===== config.mk =====
export PLATFORM = sky130hd
export DESIGN_NAME = flash_self_program_sequencer
export DESIGN_NICKNAME = d
export VERILOG_FILES = /design/src/hdl/flash_seq_pkg.sv /design/src/hdl/flash_self_program_sequencer.sv
export SDC_FILE = /design/constraint.sdc
export NUM_CORES = 1
export LEC_CHECK = 0
export ABC_AREA = 1
export BUFFER_PORTS_ARGS = -buffer_cell sky130_fd_sc_hd__buf_2
export CORE_ASPECT_RATIO = 0.5
export CORE_MARGIN = 1.5
export CORE_UTILIZATION = 56
export CTS_CLUSTER_DIAMETER = 60
export DETAILED_ROUTE_END_ITERATION = 8
export HOLD_SLACK_MARGIN = 0.03
export PLACE_DENSITY = 0.83
export SYNTH_ARGS = -nofsm -noshare
export SYNTH_HDL_FRONTEND = slang
export SYNTH_SLANG_ARGS = --single-unit

===== constraint.sdc =====
create_clock -name CLOCK -period 3 [get_ports CLOCK]
set_clock_uncertainty 0.2 [all_clocks]
set_input_delay 0.6 -clock CLOCK [delete_from_list [all_inputs] [get_ports CLOCK]]
set_output_delay 0.6 -clock CLOCK [all_outputs]
set_load 0.02 [all_outputs]

===== src/hdl/flash_seq_pkg.sv =====
// Package for the flash self-programming sequencer: command codes, fields, timing.
// Assumes a single 100 MHz system clock shared with the CPU core.
package flash_seq_pkg;

  // ****************************************
  // Command codes and control layout
  // ****************************************
  localparam logic [7:0] CMD_PAGE_ERASE  = 8'h03;
  localparam logic [7:0] CMD_BUFFER_LOAD = 8'h01;
  localparam logic [7:0] CMD_PAGE_WRITE  = 8'h05;
  localparam int         BUFFER_CLEAR_POS = 4;     // Buffer-clear bit position in control byte
  localparam logic [7:0] CONTROL_RESET    = 8'h00;
  localparam logic [15:0] ERASED_WORD     = 16'hFFFF; // Buffer word value when not loaded

  // ****************************************
  // Pointer fields and timing
  // ****************************************
  localparam int WORD_BITS    = 5;                 // Word-in-page field width (32-word pages)
  localparam int PAGE_LSB     = WORD_BITS;
  localparam int PAGE_BITS    = 7;
  localparam int ARM_WINDOW_CYCLES = 4;            // Store must follow within four clocks
  localparam int CLOCK_MHZ    = 100;
  localparam int PROG_TIME_US = 3700;              // Minimum programming time per operation
  localparam int PROG_CYCLES  = PROG_TIME_US * CLOCK_MHZ;

  // Store request from the CPU core
  typedef struct packed {
    logic        valid;
    logic [15:0] pointer;
    logic [15:0] data;
  } store_req_t;

  // Operation presented to the flash array
  typedef struct packed {
    logic                 erase;
    logic                 write;
    logic [PAGE_BITS-1:0] page;
  } flash_op_t;

endpackage


===== src/hdl/flash_self_program_sequencer.sv =====
// Sequencer that arms self-programming commands from a control byte and executes
// them on the next program-store instruction. Assumes the CPU core presents a one
// cycle store request and obeys the stall output; the flash array reports done.
// All inputs share the system clock, so none of them passes a synchroniser.
// Limitation: a page write programs unloaded words as erased (all ones), so a
// partial page must be reloaded in full before the write.
`timescale 1ns/1ns

// Contract
// - Code 03 plus store erases addressed page
// - Erase page comes from page field only
// - Erase ignores pointer bits outside page field
// - Erase ignores the data word registers
// - CPU stalled for entire page erase
// - Code 01 plus store loads one word
// - Word-in-page field selects buffer location
// - Buffer clears after write or clear bit
// - Buffer clears on system reset
// - Buffer loads accepted in any order
// - Buffer contents survive a page erase
// - Store allowed from any flash address
// - Code 05 plus store writes buffer page
// - CPU stalled for entire page write
// - EEPROM write during loading loses buffer
// - EEPROM write blocks all self-programming
module flash_self_program_sequencer #(
  parameter int PAGE_WORDS  = 32,
  parameter int PROG_COUNT  = flash_seq_pkg::PROG_CYCLES
) (
  // Clock and reset
  input  wire logic                                  CLOCK,
  input  wire logic                                  RSTN,
  // Control byte write from the CPU
  input  wire logic                                  CONTROL_WE,
  input  wire logic [7:0]                            CONTROL_WDATA,
  output logic      [7:0]                            SELF_PROGRAM_CONTROL_STATUS,
  // Program-store instruction
  input  wire flash_seq_pkg::store_req_t             STORE,
  output logic                                       CPU_STALL,
  // Data EEPROM activity
  input  wire logic                                  EEPROM_BUSY,
  // Flash array side
  output flash_seq_pkg::flash_op_t                   FLASH_OP,
  input  wire logic                                  FLASH_DONE,
  input  wire logic [$clog2(PAGE_WORDS)-1:0]         BUFFER_RADDR,
  output logic      [15:0]                           BUFFER_RDATA
);
  import flash_seq_pkg::*;

  typedef enum {IDLE, ARMED, ERASING, WRITING} state_t;
  // Address and counter widths follow the parameters
  localparam int AW = $clog2(PAGE_WORDS);
  localparam int CW = $clog2(PROG_COUNT + 1);

  // Sequencer state
  state_t              state;
  state_t              next_state;
  logic [7:0]          control;
  logic [7:0]          next_control;
  logic [2:0]          arm_count;
  logic [2:0]          next_arm_count;
  logic [CW-1:0]       busy_count;
  logic [CW-1:0]       next_busy_count;
  flash_op_t           op;
  flash_op_t           next_op;
  // Temporary page buffer and its read port
  logic [15:0]         buffer [PAGE_WORDS];
  logic [15:0]         next_rdata;
  logic [PAGE_WORDS-1:0] loaded;
  logic [PAGE_WORDS-1:0] next_loaded;
  // Strobes from the sequencer to the buffer
  logic                clear_buffer;
  logic                load_word;
  logic [AW-1:0]       load_addr;
  logic                eeprom_prev;

  // Page number extracted from the pointer, nothing else looked at
  function automatic logic [PAGE_BITS-1:0] page_of(input logic [15:0] ptr);
    return ptr[PAGE_LSB +: PAGE_BITS];
  endfunction

  // ****************************************
  // Command sequencing
  // ****************************************
  // Arm, fire on store, then hold the CPU until the array reports done and the minimum time has run out
  always_comb begin
    next_state      = state;
    next_control    = control;
    next_arm_count  = arm_count;
    next_busy_count = busy_count;
    next_op         = op;
    clear_buffer    = 1'b0;
    load_word       = 1'b0;
    load_addr       = STORE.pointer[AW-1:0];
    case (state)
      IDLE: begin
        if (CONTROL_WE && !EEPROM_BUSY) begin
          if (CONTROL_WDATA[BUFFER_CLEAR_POS])
            clear_buffer = 1'b1;
          if (CONTROL_WDATA == CMD_PAGE_ERASE || CONTROL_WDATA == CMD_BUFFER_LOAD ||
              CONTROL_WDATA == CMD_PAGE_WRITE) begin
            next_control   = CONTROL_WDATA;
            next_arm_count = 3'h0;
            next_state     = ARMED;
          end
        end
      end
      ARMED: begin
        // Store is honoured from any fetch address; no boot area check
        if (EEPROM_BUSY) begin
          next_control = CONTROL_RESET;
          next_state   = IDLE;
        end else if (STORE.valid) begin
          next_state = IDLE;
          if (control == CMD_PAGE_ERASE) begin
            next_op         = '{erase: 1'b1, write: 1'b0, page: page_of(STORE.pointer)};
            next_busy_count = CW'(PROG_COUNT);
            next_state      = ERASING;                // buffer untouched
          end else if (control == CMD_PAGE_WRITE) begin
            next_op         = '{erase: 1'b0, write: 1'b1, page: page_of(STORE.pointer)};
            next_busy_count = CW'(PROG_COUNT);
            next_state      = WRITING;
          end else begin
            load_word    = 1'b1;
            next_control = CONTROL_RESET;
          end
        // Count runs 0 to 3 after the arming edge: four chances for the store
        end else if (arm_count == 3'(ARM_WINDOW_CYCLES - 1)) begin
          next_control = CONTROL_RESET;
          next_state   = IDLE;
        end else begin
          next_arm_count = arm_count + 3'h1;
        end
      end
      ERASING, WRITING: begin
        // Wait for both the array and the minimum time; either alone is not trusted
        if (busy_count != '0)
          next_busy_count = busy_count - CW'(1);
        if (FLASH_DONE && busy_count == '0) begin
          // Erase leaves the buffer for the write that follows
          if (state == WRITING)
            clear_buffer = 1'b1;
          next_op      = '0;
          next_control = CONTROL_RESET;
          next_state   = IDLE;
        end
      end
      // Unreachable codes fall back to idle rather than lock the CPU
      default: next_state = IDLE;
    endcase
  end

  // Sequencer registers; reset leaves nothing armed and the CPU running
  always_ff @(posedge CLOCK or negedge RSTN) begin
    if (!RSTN) begin
      state      <= IDLE;
      control    <= CONTROL_RESET;
      arm_count  <= 3'h0;
      busy_count <= '0;
      op         <= '0;
    end else begin
      state      <= next_state;
      control    <= next_control;
      arm_count  <= next_arm_count;
      busy_count <= next_busy_count;
      op         <= next_op;
    end
  end

  // Stall covers the whole erase or write
  assign CPU_STALL = (state == ERASING) || (state == WRITING);
  assign SELF_PROGRAM_CONTROL_STATUS = control;
  assign FLASH_OP = op;

  // ****************************************
  // Temporary page buffer
  // ****************************************
  // Valid bits are what clears; stale storage reads as erased (all ones)
  always_comb begin
    next_loaded = loaded;
    if (clear_buffer || (EEPROM_BUSY && !eeprom_prev))
      next_loaded = '0;
    else if (load_word)
      next_loaded[load_addr] = 1'b1;
  end

  // Valid bits and the previous EEPROM level for its rising edge
  always_ff @(posedge CLOCK or negedge RSTN) begin
    if (!RSTN) begin
      loaded      <= '0;
      eeprom_prev <= 1'b0;
    end else begin
      loaded      <= next_loaded;
      eeprom_prev <= EEPROM_BUSY;
    end
  end

  // Storage array without reset keeps it mappable to RAM
  always_ff @(posedge CLOCK) begin
    if (load_word)
      buffer[load_addr] <= STORE.data;
  end

  // Unloaded words read as erased so the array never programs stale storage
  always_comb begin
    next_rdata = ERASED_WORD;
    if (loaded[BUFFER_RADDR])
      next_rdata = buffer[BUFFER_RADDR];
  end

  // Registered read word, one cycle behind the address
  always_ff @(posedge CLOCK or negedge RSTN) begin
    if (!RSTN)
      BUFFER_RDATA <= ERASED_WORD;
    else
      BUFFER_RDATA <= next_rdata;
  end

endmodule


Word level (Yosys, flattened, before mapping). Memory sizes are Yosys's and may differ from the RTL's. Index checks and enable logic that the tools add are counted.

Add/sub/neg operators: 2. $lt $le $gt $ge: 3. Eq/ne operators: 23. Mux-type cells: 55. Bitwise logic cells: 1. Reductions and logical operators: 23.

Operator list (number): two-way mux 32 bit (8); one-hot mux 32 bit (3 select lines) (1); two-way mux 19 bit (5); == test 32 x 2 -> 1 bit (second input constant) (2); == test 32 x 3 -> 1 bit (second input constant) (2); two-way mux 8 bit (8); two-way mux 9 bit (5); one-hot mux 19 bit (2 select lines) (1); == test 32 x 1 -> 1 bit (second input constant) (1); logical NOT 32 bit (1); bitwise OR 32 bit (1); one-hot mux 8 bit (3 select lines) (1); logical NOT 19 bit (1); nonzero test 19 bit (1); subtractor 19 x 1 -> 19 bit (second input constant) (1); one-hot mux 9 bit (2 select lines) (1); == test 8 x 2 -> 1 bit (second input constant) (2); == test 8 x 3 -> 1 bit (second input constant) (2); two-way mux 16 bit (1); != test 2 bit (second input constant) (8); two-way mux 3 bit (5); two-way mux 1 bit (13); less-than comparator 5 x 6 -> 1 bit (second input constant) (2); != test 4 bit (second input constant) (3); 20 further kinds (31).

Flip-flop bits (word level): 120. Memory bits (writable): 512. Input bits: 51. Word-level logic and storage cells: 118. Memories: 1.

Memory list: buffer (words 32, width 16, read ports 1, clocked after memory_dff 0, write ports 1, RTL line flash_self_program_sequencer.sv:67) `logic [15:0] buffer [PAGE_WORDS];`.

Longest topological paths before layout. Gate-level depths: netlist (run 1).

Word-level depth: 8. Depth in mapped cells: 13.

Least setup slack after synthesis (run 1). OpenSTA, ideal clock, no wires.

Kind: register to register. From: reg control[1] (netlist: SELF_PROGRAM_CONTROL_STATUS[1]). To: mem buffer[28][0], enable pin. Library setup time: 0.409 ns. Arrival: 2.273 ns. Required time: 2.391 ns. Path slack: 0.118 ns. Stages on the path, launching flop included: 8. Path buffers: 0. Period minus slack after synthesis: 2.882 ns. Cell sequence: dfrtp_1 nor2_1 nor2b_1 nand2_1 nand3_2 nor2_4 inv_2 nor3_1.

Word-level cells in the longest chain between the ends: 8. Elaborated cells on any way between the ends: 9.

RTL lines: from (decl) (RTL line flash_self_program_sequencer.sv:58) `logic [7:0] control;`; from (signal assigned) (RTL line flash_self_program_sequencer.sv:163) `control <= next_control;`; == test 8 x 3 -> 1 bit (RTL line flash_self_program_sequencer.sv:119) `end else if (control == CMD_PAGE_WRITE) begin`; two-way mux 1 bit (RTL line flash_self_program_sequencer.sv:119); two-way mux 1 bit (*) (RTL line flash_self_program_sequencer.sv:115) `if (control == CMD_PAGE_ERASE) begin`; two-way mux 1 bit (*) (RTL line flash_self_program_sequencer.sv:113) `end else if (STORE.valid) begin`; two-way mux 1 bit (*) (RTL line flash_self_program_sequencer.sv:110) `if (EEPROM_BUSY) begin`; two-way mux 1 bit (*) (RTL line flash_self_program_sequencer.sv:95) `case (state)`; two-way mux 1 bit (*) (RTL line flash_self_program_sequencer.sv:200) `if (load_word)`; two-way mux 1 bit (implied by the code) (*) (RTL line flash_self_program_sequencer.sv:201) `buffer[load_addr] <= STORE.data;`; to (decl) (RTL line flash_self_program_sequencer.sv:67).

Mark *: on every way between the ends. The rest lies on a longest branch, timed or not.

Final worst setup path (run 1).
From: in EEPROM_BUSY. To: mem buffer[9][6], enable pin.

Word-level cells in the longest chain between the ends: 4.

RTL lines: from (decl) (RTL line flash_self_program_sequencer.sv:41) `input wire logic EEPROM_BUSY,`; two-way mux 1 bit (RTL line flash_self_program_sequencer.sv:110); two-way mux 1 bit (RTL line flash_self_program_sequencer.sv:95); two-way mux 1 bit (RTL line flash_self_program_sequencer.sv:200); two-way mux 1 bit (implied by the code) (RTL line flash_self_program_sequencer.sv:201).

Every way passes these cells.

==> metrics.md, run 1 <==
| Metric | Value |
|---|---|
| CTS H-tree lvls | 2 |
| Final Max Tran Viols | 0 |
| RSZ-0062 raised after global routing | no |
| Hold path start | STORE[27] |
| Die outline width | 311 um |
| Hold Path Class | in2reg |
| Crit path capture type | flip-flop |
| Finished Cell Area | 29500 um2 |
| Worst-Margin Slew | 707 ps |
| Yosys warns | 0 |
| Static leakage | 0.0128 uW |
| # DRC | 0 |
| Achievable Freq | 411 MHz |
| CTS tree | built |
| Sequential area share after synthesis | 66.4% |
| Cell Pwr Density | 649 nW/um2 |
| Vias/cell | 5.69 |
| Routed Antenna Nets | 0 |
| Post-DP HPWL | 38300 um |
| Placed cell area | 27700 um2 |
| Tmin final | 2440 ps |
| First-pass GRT wire length | 102000 um |
| Share of cells above drive strength 1 | 10.0% |
| Synthesized area | 26600 um2 |
| Required time worst endpoint | 3070 ps |
| Critical Path Source Type | input pin |
| Row Count | 56 |
| Largest net degree at the start of global routing | 97 |
| Core area | 46800 um2 |
| Remaining global-route overflow | 0 |
| R2R Path End | buffer[25][8] |
| Initial antenna violation count | 3 |
| Tcrit/Tclk final | 81.2% |
| Clk buf depth | 3 |
| Number of synthesized register bits | 602 |
| Mapped Cells | 2681 |
| Count of cell types in the netlist | 34 |
| Routed Wire Length | 65700 um |
| Chip height | 157 um |
| Maxcap violations | 0 |
| Reg2Reg Depth | 8 |
| Hold buffer count at cts | 2 |
| Routed vias | 19600 |
| Hold endpoint | FLASH_OP[6] |
| Relative slew slack | 52.9% |
| Syn Nets | 2736 |
| Routed length per instance | 19.1 um |
| RR Startpoint | state[1] |
| Synth Area per Inst | 9.91 um2 |
| Register-to-register setup slack | 570 ps |
| Vias in the first global route | 19300 |
| Clk_lat worst skew | 580 ps |
| CTS root buf | clkbuf_16 |
| IO buf count | 80 |
| Peak VDD IR | 0.597 mV |
| Total CTS buffers | 52 |
| Final Hold Fails | 0 |
| Die ar. | 48800 um2 |
| Cell depth of the worst hold path | 3 |
| Clock net sink count | 602 |
| GPL Wtd Cong | 0.851 |
| CTS clk-pin slew, worst paths | 60 ps |
| Drt initial violations | 2305 |
| Area growth syn-to-layout | 11.0% |
| TNS Setup | 0 ps |
| Initial Utilization | 56.8% |
| Setup bufs post-CTS | 0 |
| Run status | completed |
| 1st-pass router iterations | 6 |
| GRT Util Overall | 26.7% |
| Top-Level Pins | 85 |
| CTS resizes | 0 |
| Nets | 2811 |
| Critical path type | in2reg |
| Final setup vio count | 0 |
| Critical Path Fanout Max | 16 |
| Final Power | 19100 uW |
| Crit path arrival time | 2500 ps |
[where the power goes]
group	total, uW	internal [uW]	switching, uW
combinational	2560	749	1810
sequential	9550	9340	214
clock	7030	4000	3030
[worst max-delay path by stage]
stage	start	to	slack [ps]	cells after the start
after floorplan	SELF_PROGRAM_CONTROL_STATUS[1]	buffer[28][0]	120	7
after global placement	BUFFER_RADDR[0]	BUFFER_RDATA[1]	440	12
after detailed placement	BUFFER_RADDR[0]	BUFFER_RDATA[5]	380	11
after CTS	state[1]	buffer[25][6]	590	8
after global routing	state[1]	buffer[30][11]	420	8
final	EEPROM_BUSY	buffer[9][6]	560	9
[state kept, by name, indices dropped and copies added (netlist names)]
signal,count
buffer,512
SELF_PROGRAM_CONTROL_STATUS,8
BUFFER_RDATA,16
loaded,32
arm_count,3
FLASH_OP,9
state,2
busy_count,19
eeprom_prev,1
[metrics by stage]
step | util [%] | setup slack, ps | hold slack (ps) | std cells
after floorplan | - | 118 | 104 | 2681
after global placement | 59.2 | 437 | 263 | 3338
after detailed placement | 59.2 | 379 | 269 | 3338
after CTS | 63.0 | 585 | 36.8 | 3437
after global routing | 63.0 | 423 | 61.5 | 3438
final | 63.0 | 564 | 59.1 | 3440
[area by class of cell]
type / count / area [um2]
fillers: 3373 / 17300
flip-flops and latches: 602 / 17600
diodes: 3 / 7.51
repair buffers: 149 / 1060
multi-input cells: 1584 / 6810
inverters: 367 / 1390
clock buffers: 67 / 1440
clock inverters: 30 / 344
well taps: 638 / 798
[Yosys cell counts, drive strengths merged]
| cell type | count | area [um2] |
|---|---|---|
| ha | 4 | 50.1 |
| xnor2 | 3 | 26.3 |
| or2 | 3 | 18.8 |
| xor2 | 10 | 87.6 |
| nor3 | 7 | 35.0 |
| a21oi | 18 | 90.1 |
| nor2 | 149 | 597 |
| inv | 365 | 1370 |
| o31ai | 2 | 15.0 |
| clkbuf | 20 | 75.1 |
| nor2b | 1 | 6.26 |
| dfrtp | 74 | 1850 |
| nand3 | 393 | 1970 |
| edfxtp | 512 | 15400 |
| nand3b | 2 | 15.0 |
| a31oi | 1 | 6.26 |
| a22o | 1 | 8.76 |
| nand2 | 924 | 3490 |
| dfstp | 16 | 420 |
| nand4 | 25 | 156 |
| clkinv | 2 | 7.51 |
| buf | 108 | 683 |
| o21ai | 41 | 205 |
[critical path: stages]
cell           delay, ps
dlygate4sd3_1        520
buf_2                140
inv_2                 80
nand2_1              130
nor2_2               170
buf_4                230
nand4_1              180
inv_1                150
buf_4                290
[kinds of logic after synthesis]
family | Yosys count | synth area share, %
AND/OR/NAND/NOR | 1504 | 23.7
flip-flops | 602 | 66.4
buffers and inverters | 495 | 8.05
AO/OA/AOI/OAI | 63 | 1.22
XOR/XNOR | 13 | 0.429
adder cells (fa/ha/maj) | 4 | 0.188
[layer usage]
| layer | up-vias | track usage (%) | share of wire, % |
|---|---|---|---|
| li1 | 8818 | - | - |
| met1 | 9292 | 33.7 | 37 |
| met5 | - | 0 | 0 |
| met2 | 1237 | 45.4 | 48 |
| met4 | 0 | 12.8 | 4.3 |
| met3 | 215 | 4.85 | 11 |
[layout by cell type (no fill, tap or decap), drive strengths merged]
master       instances
a21oi               18
a22o                 1
a31oi                1
buf                146
bufinv               7
clkbuf              68
clkinv              20
clkinvlp             4
dfrtp               74
dfstp               16
diode                3
dlygate4sd3          2
edfxtp             512
ha                   4
inv                366
nand2              924
nand3              393
nand3b               2
nand4               25
nor2               149
nor2b                1
nor3                 7
o21ai               41
o31ai                2
or2                  3
xnor2                3
xor2                10
No activity file was read; power rests on OpenSTA's default activity.
==> run 2: changes to the inputs <==
==> constraint.sdc (replaced) <==
create_clock -name CLOCK -period 2.2 [get_ports CLOCK]
set_clock_uncertainty 0.2 [all_clocks]
set_input_delay 0.44 -clock CLOCK [delete_from_list [all_inputs] [get_ports CLOCK]]
set_output_delay 0.44 -clock CLOCK [all_outputs]
set_load 0.02 [all_outputs]
==> metrics.md, run 2 (synthesis gave the netlist of run 1 again) <==
| Metric | Value |
|---|---|
| Chip height | 157 um (unchanged) |
| Routed length per instance | 19.8 um (+3.7%) |
| Hold Path Class | in2reg |
| Die outline width | 311 um (unchanged) |
| GRT Util Overall | 28.0% (+1.3 points) |
| Reg2Reg Depth | 9 (+1) |
| Top flop regs | buffer x512, loaded x32, busy_count x19 |
| Critical Path Source Type | flip-flop |
| Clock net sink count | 602 (unchanged) |
| Routed Wire Length | 69400 um (+5.8%) |
| Tmin final | 2200 ps |
| # DRC | 0 (unchanged) |
| Post-DP HPWL | 41100 um (+7.4%) |
| 1st-pass router iterations | 6 (unchanged) |
| Initial Utilization | 56.8% (unchanged) |
| Crit path arrival time | 2320 ps (-180 ps) |
| Pint | 18800 uW (+34%) |
| Nets | 2880 (+2.5%) |
| IO buf count | 80 (unchanged) |
| Post-layout util | 65.4% (+2.4 points) |
| Fin Hold WS | 52.1 ps (-6.97 ps) |
| Share of cells above drive strength 1 | 12.3% (+2.3 points) |
| Crit path capture type | flip-flop |
| Hold path start | CONTROL_WDATA[0] |
| Vias/cell | 5.64 (-0.87%) |
| Post-Layout Cell Count | 3508 (+2.0%) |
| CTS root buf | clkbuf_16 |
| Largest net degree at the start of global routing | 73 (-25%) |
| Clock power share | 34.8% (-1.9 points) |
| Cell depth of the worst hold path | 5 (+2) |
| Worst-Margin Slew | 806 ps (+99.2 ps) |
| GPL Wtd Cong | 0.897 (+5.4%) |
| Tcrit/Tclk final | 99.9% |
| Net Switching | 7070 uW (+40%) |
| RR Startpoint | SELF_PROGRAM_CONTROL_STATUS[0] |
| Total CTS buffers | 52 (unchanged) |
| Relative slew slack | 46.3% (-6.6 points) |
| Critical Path Fanout Max | 8 (-8) |
| Required time worst endpoint | 2320 ps (-750 ps) |
| Post-place setup slack | -80.0 ps (-459 ps) |
| Static leakage | 0.0132 uW (+3.4%) |
| Final setup vio count | 0 (unchanged) |
| CTS tree | built |
| Most common cell after layout, fill and taps aside | nand2_1 |
| First-pass GRT wire length | 105000 um (+3.3%) |
| Setup WS post-layout | 2.00 ps (-562 ps) |
| Remaining global-route overflow | 0 (unchanged) |
| Routed vias | 19800 (+1.1%) |
| Die ar. | 48800 um2 (unchanged) |
| Largest register FFs | 512 (unchanged) |
| Run status | completed |
| Area growth syn-to-layout | 15.2% |
| Most flop-heavy register | buffer |
| Core area | 46800 um2 (unchanged) |
| RSZ-0062 raised after global routing | yes |
| Routed Antenna Nets | 0 (unchanged) |
| Initial antenna violation count | 4 (+1) |
| Drt initial violations | 2689 (+17%) |
| Cell Pwr Density | 847 nW/um2 (+30%) |
| Final Max Tran Viols | 0 (unchanged) |
| Row Count | 56 (unchanged) |
| Gate power share | 15.1% (+1.7 points) |
| Dpl cells | 3385 (+1.4%) |
| Peak VDD IR | 0.983 mV (+65%) |
| Vias in the first global route | 19500 (+1.1%) |
| Achievable Freq | 455 MHz |
| Critical path type | reg2reg |
| Final Hold Fails | 0 (unchanged) |
| CTS clk-pin slew, worst paths | 70 ps (about the same) |
| Hold endpoint | SELF_PROGRAM_CONTROL_STATUS[0] |
| Clk_lat worst skew | 600 ps (+20 ps) |
| Most frequent cells in the layout | nand2_1 (911), edfxtp_1 (512), nand3_1 (392) |
| Maxcap violations | 0 (unchanged) |
| Top-Level Pins | 85 (unchanged) |
| R2R Path End | buffer[29][9] |
| Net Sw Frac | 27.3% (+0.90 points) |
| CTS H-tree lvls | 2 (unchanged) |
| Clk buf depth | 3 (unchanged) |
| Seq pwr share | 50.2% (+0.3 points) |
| Register-to-register setup slack | 2 ps (-570 ps) |
-- run 2: worst max path at each step --
| stage | slack [ps] | depth (start not counted) | endpoint | start |
|---|---|---|---|---|
| 2_1_floorplan | -250 | 8 | buffer[0][0] | state[1] |
| 3_3_place_gp | -60 | 7 | buffer[25][3] | EEPROM_BUSY |
| 3_5_place_dp | -80 | 7 | buffer[25][14] | EEPROM_BUSY |
| 4_1_cts | -30 | 8 | buffer[28][4] | SELF_PROGRAM_CONTROL_STATUS[1] |
| 5_1_grt | -90 | 10 | buffer[22][13] | SELF_PROGRAM_CONTROL_STATUS[6] |
| 6_report | 2 | 9 | buffer[29][9] | SELF_PROGRAM_CONTROL_STATUS[0] |
-- run 2: area by class of cell --
cell class | instances | area [um2]
inverters | 367 | 1400
repair buffers | 217 | 2210
flip-flops and latches | 602 | 17700
fillers | 3224 | 16200
multi-input cells | 1584 | 6910
clock inverters | 22 | 203
repair inverters | 1 | 5.00
diodes | 2 | 5.00
well taps | 638 | 798
clock buffers | 75 | 1420
-- run 2: per-layer routing --
layer  GRT usage, %  vias to the layer above  share of wire, %
li1               -                     8975                 -
met1           35.6                     9231                36
met2           46.8                     1325                47
met3           4.76                      241                12
met4           15.3                        4               5.0
met5              0                        -             0.030
-- run 2: metrics by stage --
stage	power [uW]	setup TNS, ps	area, um2
after global routing	26800	-3340	30600
after detailed placement	16900	-3710	28700
after floorplan	15700	-34990	26700
after global placement	16800	-1460	28700
final	25900	0	30600
after CTS	25800	-894	30400
-- run 2: critical path, cell delays in order (launching register included) --
cell and delay, ps:
dfrtp_1 420, nand2_1 70, nor2_1 70, nand2_2 90, nand3_2 100, nor2_4 240
clkinv_4 140, nor3_4 260, buf_12 160, clkbuf_16 160
-- run 2: power by group through the flow --
stage	sequential [uW]	combinational [uW]	clock (uW)
2_1_floorplan	13300	2370	0
3_3_place_gp	13200	3560	0
3_5_place_dp	13200	3700	0
4_1_cts	13000	3760	9010
5_1_grt	13000	4300	9440
6_report	13000	3910	9010
-- run 2: timing repair --
action	CTS	global route
endpoints found under the hold margin	86	0
endpoints found under the setup margin	160	227
gates cloned	0	3
gates resized for setup	3	23
pin swaps	0	8
setup buffers	0	9
hold buffers	12	0
